**config.mk**
```make
export PLATFORM = sky130hd
export DESIGN_NAME = gpr_seg_regfile
export DESIGN_NICKNAME = d
export VERILOG_FILES = /design/src/regfile_pkg.sv /design/src/gpr_byte_decode.sv /design/src/gpr_seg_regfile.sv /design/src/seg_addr_gen.sv
export SDC_FILE = /design/constraint.sdc
export NUM_CORES = 2
export LEC_CHECK = 0
export BUFFER_PORTS_ARGS = -buffer_cell sky130_fd_sc_hd__buf_2
export CAP_MARGIN = 0
export CORE_MARGIN = 4
export CORE_UTILIZATION = 45
export DETAILED_ROUTE_END_ITERATION = 7
export GPL_TIMING_DRIVEN = 1
export PLACE_DENSITY_LB_ADDON = 0.3
export REMOVE_ABC_BUFFERS = 1
export SYNTH_ARGS = -nofsm -noshare
export SYNTH_HDL_FRONTEND = slang
export SYNTH_SLANG_ARGS = --single-unit
```
**constraint.sdc**
```tcl
create_clock -name ref_clk -period 16.15 [get_ports ref_clk]
set_input_delay 3.23 -clock ref_clk [delete_from_list [all_inputs] [get_ports ref_clk]]
set_output_delay 3.23 -clock ref_clk [all_outputs]
set_load 0.01 [all_outputs]
```
**src/regfile_pkg.sv**
```systemverilog
// package: constants and types for the gpr and segment register file
`default_nettype none
package regfile_pkg;

	// ------------------------------------------------------------
	// widths and counts
	// ------------------------------------------------------------
	localparam int GPR_COUNT    = 16;      // sixteen gprs in 64-bit mode
	localparam int GPR_W        = 64;      // full register width
	localparam int SEG_COUNT    = 6;       // six segment selectors
	localparam int SEL_W        = 16;      // selector width
	localparam int BASE_W       = 64;      // segment base width
	localparam int LIMIT_W      = 32;      // segment limit width

	// ------------------------------------------------------------
	// register indices
	// ------------------------------------------------------------
	localparam logic [3:0] GPR_ACCUM = 4'h0; // accumulator class start
	localparam logic [3:0] GPR_SP    = 4'h4; // stack pointer
	localparam logic [3:0] GPR_FIRST_EXT = 4'h8; // first extended gpr

	// ------------------------------------------------------------
	// reset values
	// ------------------------------------------------------------
	localparam logic [GPR_W-1:0]  GPR_RESET  = 64'h0000_0000_0000_0000;
	localparam logic [SEL_W-1:0]  SEL_RESET  = 16'h0000;
	localparam logic [BASE_W-1:0] BASE_RESET = 64'h0000_0000_0000_0000;
	localparam logic [LIMIT_W-1:0] LIMIT_RESET = 32'hffff_ffff;
	localparam logic [BASE_W-1:0] FLAT_BASE  = 64'h0000_0000_0000_0000;

	// ------------------------------------------------------------
	// types
	// ------------------------------------------------------------
	typedef enum logic [1:0] {
		OPSZ_BYTE  = 2'h0,
		OPSZ_WORD  = 2'h1,
		OPSZ_DWORD = 2'h2,
		OPSZ_QWORD = 2'h3
	} opsize_t;

	typedef enum logic [2:0] {
		SEG_EXTRA = 3'h0,
		SEG_CODE  = 3'h1,
		SEG_STACK = 3'h2,
		SEG_DATA  = 3'h3,
		SEG_AUX1  = 3'h4,
		SEG_AUX2  = 3'h5
	} seg_t;

	// gray-coded operating modes along long -> compat -> legacy path
	typedef enum logic [1:0] {
		MODE_LONG   = 2'h0,
		MODE_COMPAT = 2'h1,
		MODE_LEGACY = 2'h3
	} cpu_mode_t;

	// ------------------------------------------------------------
	// legality of a byte-register request
	// ------------------------------------------------------------
	localparam logic [2:0] HIGH_BYTE_LO = 3'h4; // codes 4..7 are special

endpackage
`default_nettype wire

```
**src/gpr_byte_decode.sv**
```systemverilog
// byte lane and register index decode for one gpr operand
`timescale 1ns/1ps
`default_nettype none
module gpr_byte_decode
	import regfile_pkg::*;
(
	input  wire logic [3:0]      code,        // encoded register number
	input  wire regfile_pkg::opsize_t size,   // operand size
	input  wire logic            ext_prefix,  // operand extension prefix
	output logic [3:0]           index,       // physical register index
	output logic                 high_byte,   // legacy high byte selected
	output logic [7:0]           byte_en      // per-byte lane enables
);

	// ------------------------------------------------------------
	// decode
	// ------------------------------------------------------------
	// codes 4..7 without the prefix name the high byte of regs 0..3
	always_comb begin
		index     = code;
		high_byte = 1'b0;
		byte_en   = 8'h00;
		case (size)
			OPSZ_BYTE: begin
				if (!ext_prefix && code[2:0] >= HIGH_BYTE_LO) begin
					index     = {2'b00, code[1:0]};
					high_byte = 1'b1;
					byte_en   = 8'h02;
				end else begin
					byte_en   = 8'h01;
				end
			end
			OPSZ_WORD:  byte_en = 8'h03;
			OPSZ_DWORD: byte_en = 8'h0f;
			OPSZ_QWORD: byte_en = 8'hff;
			default:    byte_en = 8'h00;
		endcase
	end

endmodule
`default_nettype wire

```
**src/gpr_seg_regfile.sv**
```systemverilog
// gpr and segment selector register file of the core
`timescale 1ns/1ps
`default_nettype none
module gpr_seg_regfile
	import regfile_pkg::*;
(
	input  wire logic                  ref_clk,       // core clock
	input  wire logic                  resetn,        // async reset, low
	input  wire regfile_pkg::cpu_mode_t mode,         // current operating mode
	input  wire logic                  ext_prefix,    // operand extension prefix
	input  wire logic                  size_override, // request qword size
	input  wire logic                  byte_op,       // byte operand
	input  wire logic                  word_op,       // word operand
	input  wire logic [3:0]            rd_code_a,     // read port a code
	input  wire logic [3:0]            rd_code_b,     // read port b code
	input  wire logic                  wr_en,         // write request
	input  wire logic [3:0]            wr_code,       // destination code
	input  wire logic [GPR_W-1:0]      wr_data,       // result, low aligned
	input  wire logic                  seg_wr_en,     // selector load request
	input  wire regfile_pkg::seg_t     seg_wr_sel,    // segment to load
	input  wire logic [SEL_W-1:0]      seg_wr_data,   // selector value
	input  wire logic                  ctl_transfer,  // implicit load by branch
	input  wire logic [BASE_W-1:0]     desc_base,     // descriptor cache base
	input  wire logic [LIMIT_W-1:0]    desc_limit,    // descriptor cache limit
	input  wire regfile_pkg::seg_t     agen_seg,      // segment for data access
	input  wire logic                  stack_op,      // access is a stack op
	input  wire logic [GPR_W-1:0]      agen_offset,   // effective address
	input  wire logic [GPR_W-1:0]      instr_pointer, // next instruction offset
	output logic [GPR_W-1:0]           rd_data_a,     // read data a
	output logic [GPR_W-1:0]           rd_data_b,     // read data b
	output logic                       byte_conflict, // illegal byte mix
	output logic                       prefix_fault,  // size/reg needs prefix
	output logic                       seg_load_fault,// rejected selector load
	output logic [SEL_W-1:0]           fetch_sel,     // code selector for fetch
	output logic [GPR_W-1:0]           fetch_offset,  // fetch offset
	output logic [SEL_W-1:0]           agen_sel,      // selector in use
	output logic [BASE_W-1:0]          lin_addr,      // linear address
	output logic                       limit_fault    // limit violation
);

	// ------------------------------------------------------------
	// operand size and mode decode
	// ------------------------------------------------------------
	opsize_t   size;        // effective operand size
	logic      long_mode;   // 64-bit mode active
	cpu_mode_t mode_q;      // previous mode
	cpu_mode_t mode_d;      // next previous mode
	logic      ext_lost_q;  // extended regs went through legacy mode
	logic      ext_lost_d;  // next value

	assign long_mode = (mode == MODE_LONG);

	// default size is dword; size_override with the prefix in long mode promotes to qword
	always_comb begin
		if (byte_op) begin
			size = OPSZ_BYTE;
		end else if (word_op) begin
			size = OPSZ_WORD;
		end else if (size_override && ext_prefix && long_mode) begin
			size = OPSZ_QWORD;
		end else begin
			size = OPSZ_DWORD;
		end
	end

	// ------------------------------------------------------------
	// decoders for both read ports and the write port
	// ------------------------------------------------------------
	logic [3:0] idx_a, idx_b, idx_w;  // physical indices
	logic       hi_a, hi_b, hi_w;     // high-byte selects
	logic [7:0] be_a, be_b, be_w;     // lane enables
	logic [3:0] code_a, code_b, code_w; // codes with prefix bit masked

	// the top code bit only reaches extended regs with the prefix present
	function automatic logic [3:0] mask_code(input logic [3:0] c,
		input logic pfx);
		mask_code = {c[3] & pfx, c[2:0]};
	endfunction

	assign code_a = mask_code(rd_code_a, ext_prefix);
	assign code_b = mask_code(rd_code_b, ext_prefix);
	assign code_w = mask_code(wr_code, ext_prefix);

	gpr_byte_decode u_dec_a (
		.code       (code_a),
		.size       (size),
		.ext_prefix (ext_prefix),
		.index      (idx_a),
		.high_byte  (hi_a),
		.byte_en    (be_a)
	);

	gpr_byte_decode u_dec_b (
		.code       (code_b),
		.size       (size),
		.ext_prefix (ext_prefix),
		.index      (idx_b),
		.high_byte  (hi_b),
		.byte_en    (be_b)
	);

	gpr_byte_decode u_dec_w (
		.code       (code_w),
		.size       (size),
		.ext_prefix (ext_prefix),
		.index      (idx_w),
		.high_byte  (hi_w),
		.byte_en    (be_w)
	);

	// ------------------------------------------------------------
	// request checks
	// ------------------------------------------------------------
	// a raw code with bit 3 set that still lands on a high byte means the
	// caller mixed a new byte reg with a legacy high byte; the masked
	// decode cannot see that, so the raw codes are checked here
	always_comb begin
		byte_conflict = (size == OPSZ_BYTE) &&
			(hi_a || hi_b || hi_w) &&
			(rd_code_a[3] || rd_code_b[3] || wr_code[3]);
		prefix_fault = ((size_override && long_mode) ||
			wr_code[3] || rd_code_a[3] || rd_code_b[3]) && !ext_prefix;
	end

	// ------------------------------------------------------------
	// gpr storage
	// ------------------------------------------------------------
	logic [GPR_W-1:0] gpr_q [GPR_COUNT]; // register array
	logic [GPR_W-1:0] gpr_d [GPR_COUNT]; // next values
	logic             clear_upper;       // zero bits 63:32 on write
	logic [GPR_W-1:0] wr_shifted;        // result placed in its lanes

	// dword writes zero extend; byte and word writes merge with old bits
	assign clear_upper = (size == OPSZ_DWORD);
	assign wr_shifted  = hi_w ? {wr_data[55:0], 8'h00} : wr_data;

	// mode tracking: note a legacy visit since the last long mode
	always_comb begin
		mode_d     = mode;
		ext_lost_d = ext_lost_q;
		if (mode == MODE_LEGACY) begin
			ext_lost_d = 1'b1;
		end else if (mode == MODE_LONG) begin
			ext_lost_d = 1'b0;
		end
	end

	// write merge per byte lane; upper half cleared on dword writes
	generate
		for (genvar r = 0; r < GPR_COUNT; r++) begin : g_gpr
			always_comb begin
				gpr_d[r] = gpr_q[r];
				// leaving long mode drops upper halves (allowed, chosen)
				if (mode_q == MODE_LONG && mode != MODE_LONG) begin
					gpr_d[r][63:32] = 32'h0000_0000;
				end
				// extended regs cleared on legacy return; they survive compat
				if (r >= GPR_FIRST_EXT && ext_lost_q && long_mode) begin
					gpr_d[r] = GPR_RESET;
				end
				if (wr_en && idx_w == 4'(r)) begin
					for (int b = 0; b < 8; b++) begin
						if (be_w[b]) begin
							gpr_d[r][b*8 +: 8] = wr_shifted[b*8 +: 8];
						end
					end
					if (clear_upper) begin
						gpr_d[r][63:32] = 32'h0000_0000;
					end
				end
			end
			always_ff @(posedge ref_clk or negedge resetn) begin
				if (!resetn) begin
					gpr_q[r] <= GPR_RESET;
				end else begin
					gpr_q[r] <= gpr_d[r];
				end
			end
		end
	endgenerate

	// mode memory; reset takes the core as already in 64-bit mode,
	// so the first exit from it clears the upper halves as usual
	always_ff @(posedge ref_clk or negedge resetn) begin
		if (!resetn) begin
			mode_q     <= MODE_LONG;
			ext_lost_q <= 1'b0;
		end else begin
			mode_q     <= mode_d;
			ext_lost_q <= ext_lost_d;
		end
	end

	// ------------------------------------------------------------
	// read ports
	// ------------------------------------------------------------
	// extract the lanes; a high byte read shifts down by 8 and keeps lane 15:8, so it returns bits 23:16 there
	function automatic logic [GPR_W-1:0] rd_extract(
		input logic [GPR_W-1:0] v, input logic hi, input logic [7:0] be);
		logic [GPR_W-1:0] s;
		s = hi ? {8'h00, v[63:8]} : v;
		for (int b = 0; b < 8; b++) begin
			if (!be[b]) begin
				s[b*8 +: 8] = 8'h00;
			end
		end
		rd_extract = s;
	endfunction

	// both ports read the stored array, so a write shows a cycle later
	always_comb begin
		rd_data_a = rd_extract(gpr_q[idx_a], hi_a, be_a);
		rd_data_b = rd_extract(gpr_q[idx_b], hi_b, be_b);
	end

	// ------------------------------------------------------------
	// segment selectors
	// ------------------------------------------------------------
	logic [SEL_W-1:0] sel_q [SEG_COUNT]; // six selectors
	logic [SEL_W-1:0] sel_d [SEG_COUNT]; // next values
	logic             load_ok;           // load passes checks

	// a null selector in the code or stack register is refused even in
	// long mode, since compat code may later run on it
	always_comb begin
		load_ok = 1'b1;
		if ((seg_wr_sel == SEG_CODE || seg_wr_sel == SEG_STACK) &&
			seg_wr_data[SEL_W-1:2] == '0) begin
			load_ok = 1'b0;
		end
		if (seg_wr_sel == SEG_CODE && !ctl_transfer) begin
			load_ok = 1'b0;
		end
		if (int'(seg_wr_sel) >= SEG_COUNT) begin
			load_ok = 1'b0;
		end
	end

	// a refused load leaves the selector as it was
	generate
		for (genvar s = 0; s < SEG_COUNT; s++) begin : g_sel
			always_comb begin
				sel_d[s] = sel_q[s];
				if (seg_wr_en && load_ok && int'(seg_wr_sel) == s) begin
					sel_d[s] = seg_wr_data;
				end
			end
			always_ff @(posedge ref_clk or negedge resetn) begin
				if (!resetn) begin
					sel_q[s] <= SEL_RESET;
				end else begin
					sel_q[s] <= sel_d[s];
				end
			end
		end
	endgenerate

	// fault reported in the same cycle as the refused request
	assign seg_load_fault = seg_wr_en && !load_ok;

	// ------------------------------------------------------------
	// fetch and data address generation
	// ------------------------------------------------------------
	seg_t eff_seg; // stack ops always go through the stack selector

	assign eff_seg      = stack_op ? SEG_STACK : agen_seg;
	assign fetch_sel    = sel_q[SEG_CODE];
	assign fetch_offset = instr_pointer;
	assign agen_sel     = sel_q[eff_seg];

	seg_addr_gen u_agen (
		.long_mode   (long_mode),
		.seg         (eff_seg),
		.desc_base   (desc_base),
		.desc_limit  (desc_limit),
		.offset      (agen_offset),
		.lin_addr    (lin_addr),
		.limit_fault (limit_fault)
	);

endmodule
`default_nettype wire

```
**src/seg_addr_gen.sv**
```systemverilog
// segment base and limit selection for address generation
`timescale 1ns/1ps
`default_nettype none
module seg_addr_gen
	import regfile_pkg::*;
(
	input  wire logic                long_mode,  // core is in 64-bit mode
	input  wire regfile_pkg::seg_t   seg,        // segment in use
	input  wire logic [BASE_W-1:0]   desc_base,  // base from descriptor cache
	input  wire logic [LIMIT_W-1:0]  desc_limit, // limit from descriptor cache
	input  wire logic [GPR_W-1:0]    offset,     // effective address
	output logic [BASE_W-1:0]        lin_addr,   // linear address
	output logic                     limit_fault // offset beyond limit
);

	// ------------------------------------------------------------
	// base select and limit check
	// ------------------------------------------------------------
	// the two aux segments keep their base in 64-bit mode, the rest go flat
	always_comb begin
		logic [BASE_W-1:0] base;
		base = desc_base;
		if (long_mode && seg != SEG_AUX1 && seg != SEG_AUX2) begin
			base = FLAT_BASE;
		end
		lin_addr    = base + offset;
		limit_fault = 1'b0;
		if (!long_mode) begin
			limit_fault = (offset[GPR_W-1:LIMIT_W] != '0) ||
				(offset[LIMIT_W-1:0] > desc_limit);
		end
	end

endmodule
`default_nettype wire
```
==> impl_metrics.yaml <==
clock_tree:
  cts_buffer_depth: 3
  clkLatencyLatePin_ns: 0.73
  cts_resized: 0
  clkSinkCount: 1123
  cts_hold_buffers: 0
  cts_buffers: 117
  htreeDepth: 3
  cts.clk_slew.worst_paths_ns: 0.06
  root_buffer: "clkbuf_16"
  cts_setup_buffers: 0
  cts_tree: "yes"
sta:
  finalCritPeriodShare_pct: 75.3
  tightestPinTransition_ns: 1.32
  setup_viol: 0
  period_minus_slack_ns: 12.16
  finalMaxSlewViolations: 0
  setup_tns_ns: 0
  rsz0062_at_grt: "no"
  finalHoldViolCount: 0
  skew_ns: 0.0183
  slew_headroom_pct: 9.31
  fmax_mhz: 82.2
placed_design:
  portBuffers: 497
  dp_hpwl_um: 138000
  routabilityCongestion: 0.958
  place_area_um2: 68100
setup_path:
  cp_top_family: "compound AO/OA/AOI/OAI gates"
  critPathMaxFanout: 64
  critPathLaunchType: "input port"
  endpoint_kind: "output pin"
  critical_path_class: "input port to output pin"
  cp_data_required_time_ns: 12.92
  worstPathCellList: "buf_2 -> nor2b_1 -> nand2b_1 -> buf_4 -> nand2_1 -> buf_4 -> and2_1 -> ha_1 -> inv_1 -> fa_1 -> nand2b_1 -> a21oi_1 -> o21ai_0 -> o211ai_1 -> a21oi_1 -> o41a_1 -> o41ai_2 -> or2_2 -> a21oi_2 -> o221ai_2 -> buf_2"
  cp_slowest_stage_delay_ns: 0.98
  critPathSlowestCell: "nor2b_1"
  cp.arrival_ns: 8.93
  crit_buf_inv: 5
drt:
  num_vias: 53500
  wl_met2_um: 107000
  m1WireLength_um: 86000
  drt_iter0_drc: 5403
  detail-route-antenna-nets: 0
  dr_wl_met3_um: 23000
  topRoutingLayerUsed: "met5"
  wl_per_cell_um: 27.9
  first_pass_iters: 6
  vias_per_cell: 6.46
  routed_wl_um: 231000
  drc: 0
min_path:
  worstHoldPathType: "flop to flop"
power_and_ir_drop:
  pwr_density_cell_nw_per_um2: 103
  leakagePower_uw: 0.0320
  peakVddDrop_uv: 95.2
synth:
  yosys_warnings: 0
  ys_seq_elements: 1123
  syn_area_um2: 64600
  ys.flop_type: "dfrtp_1"
  seq_area_frac_synth_pct: 43.5
  avgSynthCellArea_um2: 10.4
  async_reset_ff_share_pct: 100
  synth-edff-count: 0
  synthDistinctLibCells: 68
  synth_cells: 6217
floorplanning:
  rows: 138
  fp.dieW_um: 387
  core-area_um2: 142000
  io_pins: 626
  die_h_um: 387
  die_area_um2: 150000
  initial_core_util_pct: 45.5
finish:
  nets: 6713
  postLayoutCellArea_um2: 72100
  num-fill-cells: 12700
  area_growth_pct: 11.6
  final_util_pct: 50.7
  drive_above_1_share_pct: 24.1
global_route:
  grt_pass1_wl_um: 346000
  grt_pass1_vias: 54000
  grt-ovfl-total: 0
  grtUsageTotal_pct: 30.1
  antenna_found_initial: 23
  grt_max_degree: 190
outcome:
  outcome: "finished clean"
job:
  max-cap-violations: 0
[synth_stat cells (4+ instances only)]
cell	number	area share, %
a211oi_1	135	1.6
a21boi_0	6	0.070
a21o_1	40	0.46
a21oi_1	1215	9.4
a221oi_1	4	0.054
a31oi_1	9	0.087
a32oi_1	5	0.068
and2_1	79	0.77
and3_1	49	0.47
buf_1	55	0.32
buf_2	24	0.19
buf_4	80	0.93
clkbuf_1	518	3.0
dfrtp_1	1123	44
ha_1	97	1.9
inv_1	57	0.33
mux2_2	145	2.5
mux2i_1	144	2.2
mux4_2	504	18
nand2_1	656	3.8
nand2b_1	14	0.14
nand3_1	267	2.1
nand4_1	27	0.26
nor2_1	167	0.97
nor2b_1	57	0.55
nor3_1	16	0.12
nor4_1	14	0.14
o211ai_1	6	0.070
o21a_1	5	0.058
o21ai_0	509	3.9
o21bai_1	17	0.20
o221ai_1	7	0.095
o22ai_1	40	0.39
o31ai_1	6	0.070
or2_2	6	0.058
or3_1	6	0.058
xnor2_1	40	0.54
xor2_1	20	0.27
[area by class of cell]
type                    instances  area (µm²)  area share (%)
multi-input cells            4358       33800            46.9
flip-flops and latches       1123       28100            39.0
clock inverters                42         487           0.675
clock buffers                 172        3470            4.81
diodes                         14        35.0          0.0486
inverters                      57         214           0.297
well taps                    1890        2360            3.28
repair buffers                624        3620            5.02
[registers in the layout (all words and copies together), names as in the netlist]
register    flops
sel_q          80
gpr_q        1024
mode_q          2
ext_lost_q      1
fetch_sel      16
[metrics by stage]
| stage | cells | power [µW] | worst slack [ns] | hold slack (ns) |
|---|---|---|---|---|
| global placement | 8051 | 4600 | 4.10 | 0.474 |
| CTS | 8265 | 7440 | 4.04 | 0.499 |
| floorplan | 5538 | 4050 | 3.57 | 0.461 |
| detailed placement | 8051 | 4640 | 4.07 | 0.487 |
| global route | 8271 | 7710 | 3.67 | 0.514 |
| finish | 8280 | 7410 | 3.99 | 0.498 |
[power breakdown]
part | internal, µW | leakage (µW) | switching (µW)
logic | 582 | 0.0149 | 794
clock network | 1620 | 0.00195 | 1180
registers | 3060 | 0.0151 | 169
[cell families (layout without fill, tap and decap cells)]
family	Yosys count	count (layout)	synth area share, %
other	0	14	0
flip-flops	1123	1123	43.5
adder cells (fa/ha/maj)	98	98	1.91
buffers and inverters	736	895	4.79
multiplexers	793	793	22.3
XOR/XNOR	60	60	0.814
AND/OR/NAND/NOR	1371	1371	9.60
AO/OA/AOI/OAI	2036	2036	17.1
[final timing paths]
check | startpoint | end | slack (ns) | depth (start not counted)
hold reg to reg | gpr_q[541]$_DFFE_PN0P_ | gpr_q[541]$_DFFE_PN0P_ | 0.50 | 2
min in group asynchronous | resetn | gpr_q[918]$_DFFE_PN0P_ | 2.59 | 1
hold / removal | gpr_q[541]$_DFFE_PN0P_ | gpr_q[541]$_DFFE_PN0P_ | 0.50 | 2
setup / recovery | stack_op | lin_addr[58] | 3.99 | 21
setup reg to reg | ext_lost_q$_DFFE_PN0P_ | gpr_q[187]$_DFF_PN0_ | 11.84 | 6
max in group asynchronous | resetn | gpr_q[318]$_DFF_PN0_ | 10.09 | 4
[worst reg2reg max path, stage by stage (launching register included)]
cell and delay (ns):
dfrtp_1 0.41, nand2_4 0.55, and2_4 0.89, buf_4 0.95, buf_4 1.03, a21oi_1 0.25
a21oi_1 0.17
[routing by layer]
metal | vias up | global-route usage, %
li1 | 23000 | -
met3 | 687 | 7.76
met2 | 2928 | 48.0
met1 | 26800 | 37.4
met5 | - | 1.05
met4 | 14 | 16.9
[cells in the final DEF, fill, tap and decap left out, types with 48 or more instances in the layout]
cell type	instances
and3_1	48
inv_1	57
nand3_1	266
buf_4	117
buf_2	492
a211oi_1	135
mux4_2	504
nor2b_1	54
nand2_1	649
mux2i_1	140
a21oi_1	1213
mux2_2	145
and2_1	77
ha_1	97
dfrtp_1	1123
clkbuf_16	120
nor2_1	134
o21ai_0	509
Power figures use the tool's default switching activity.
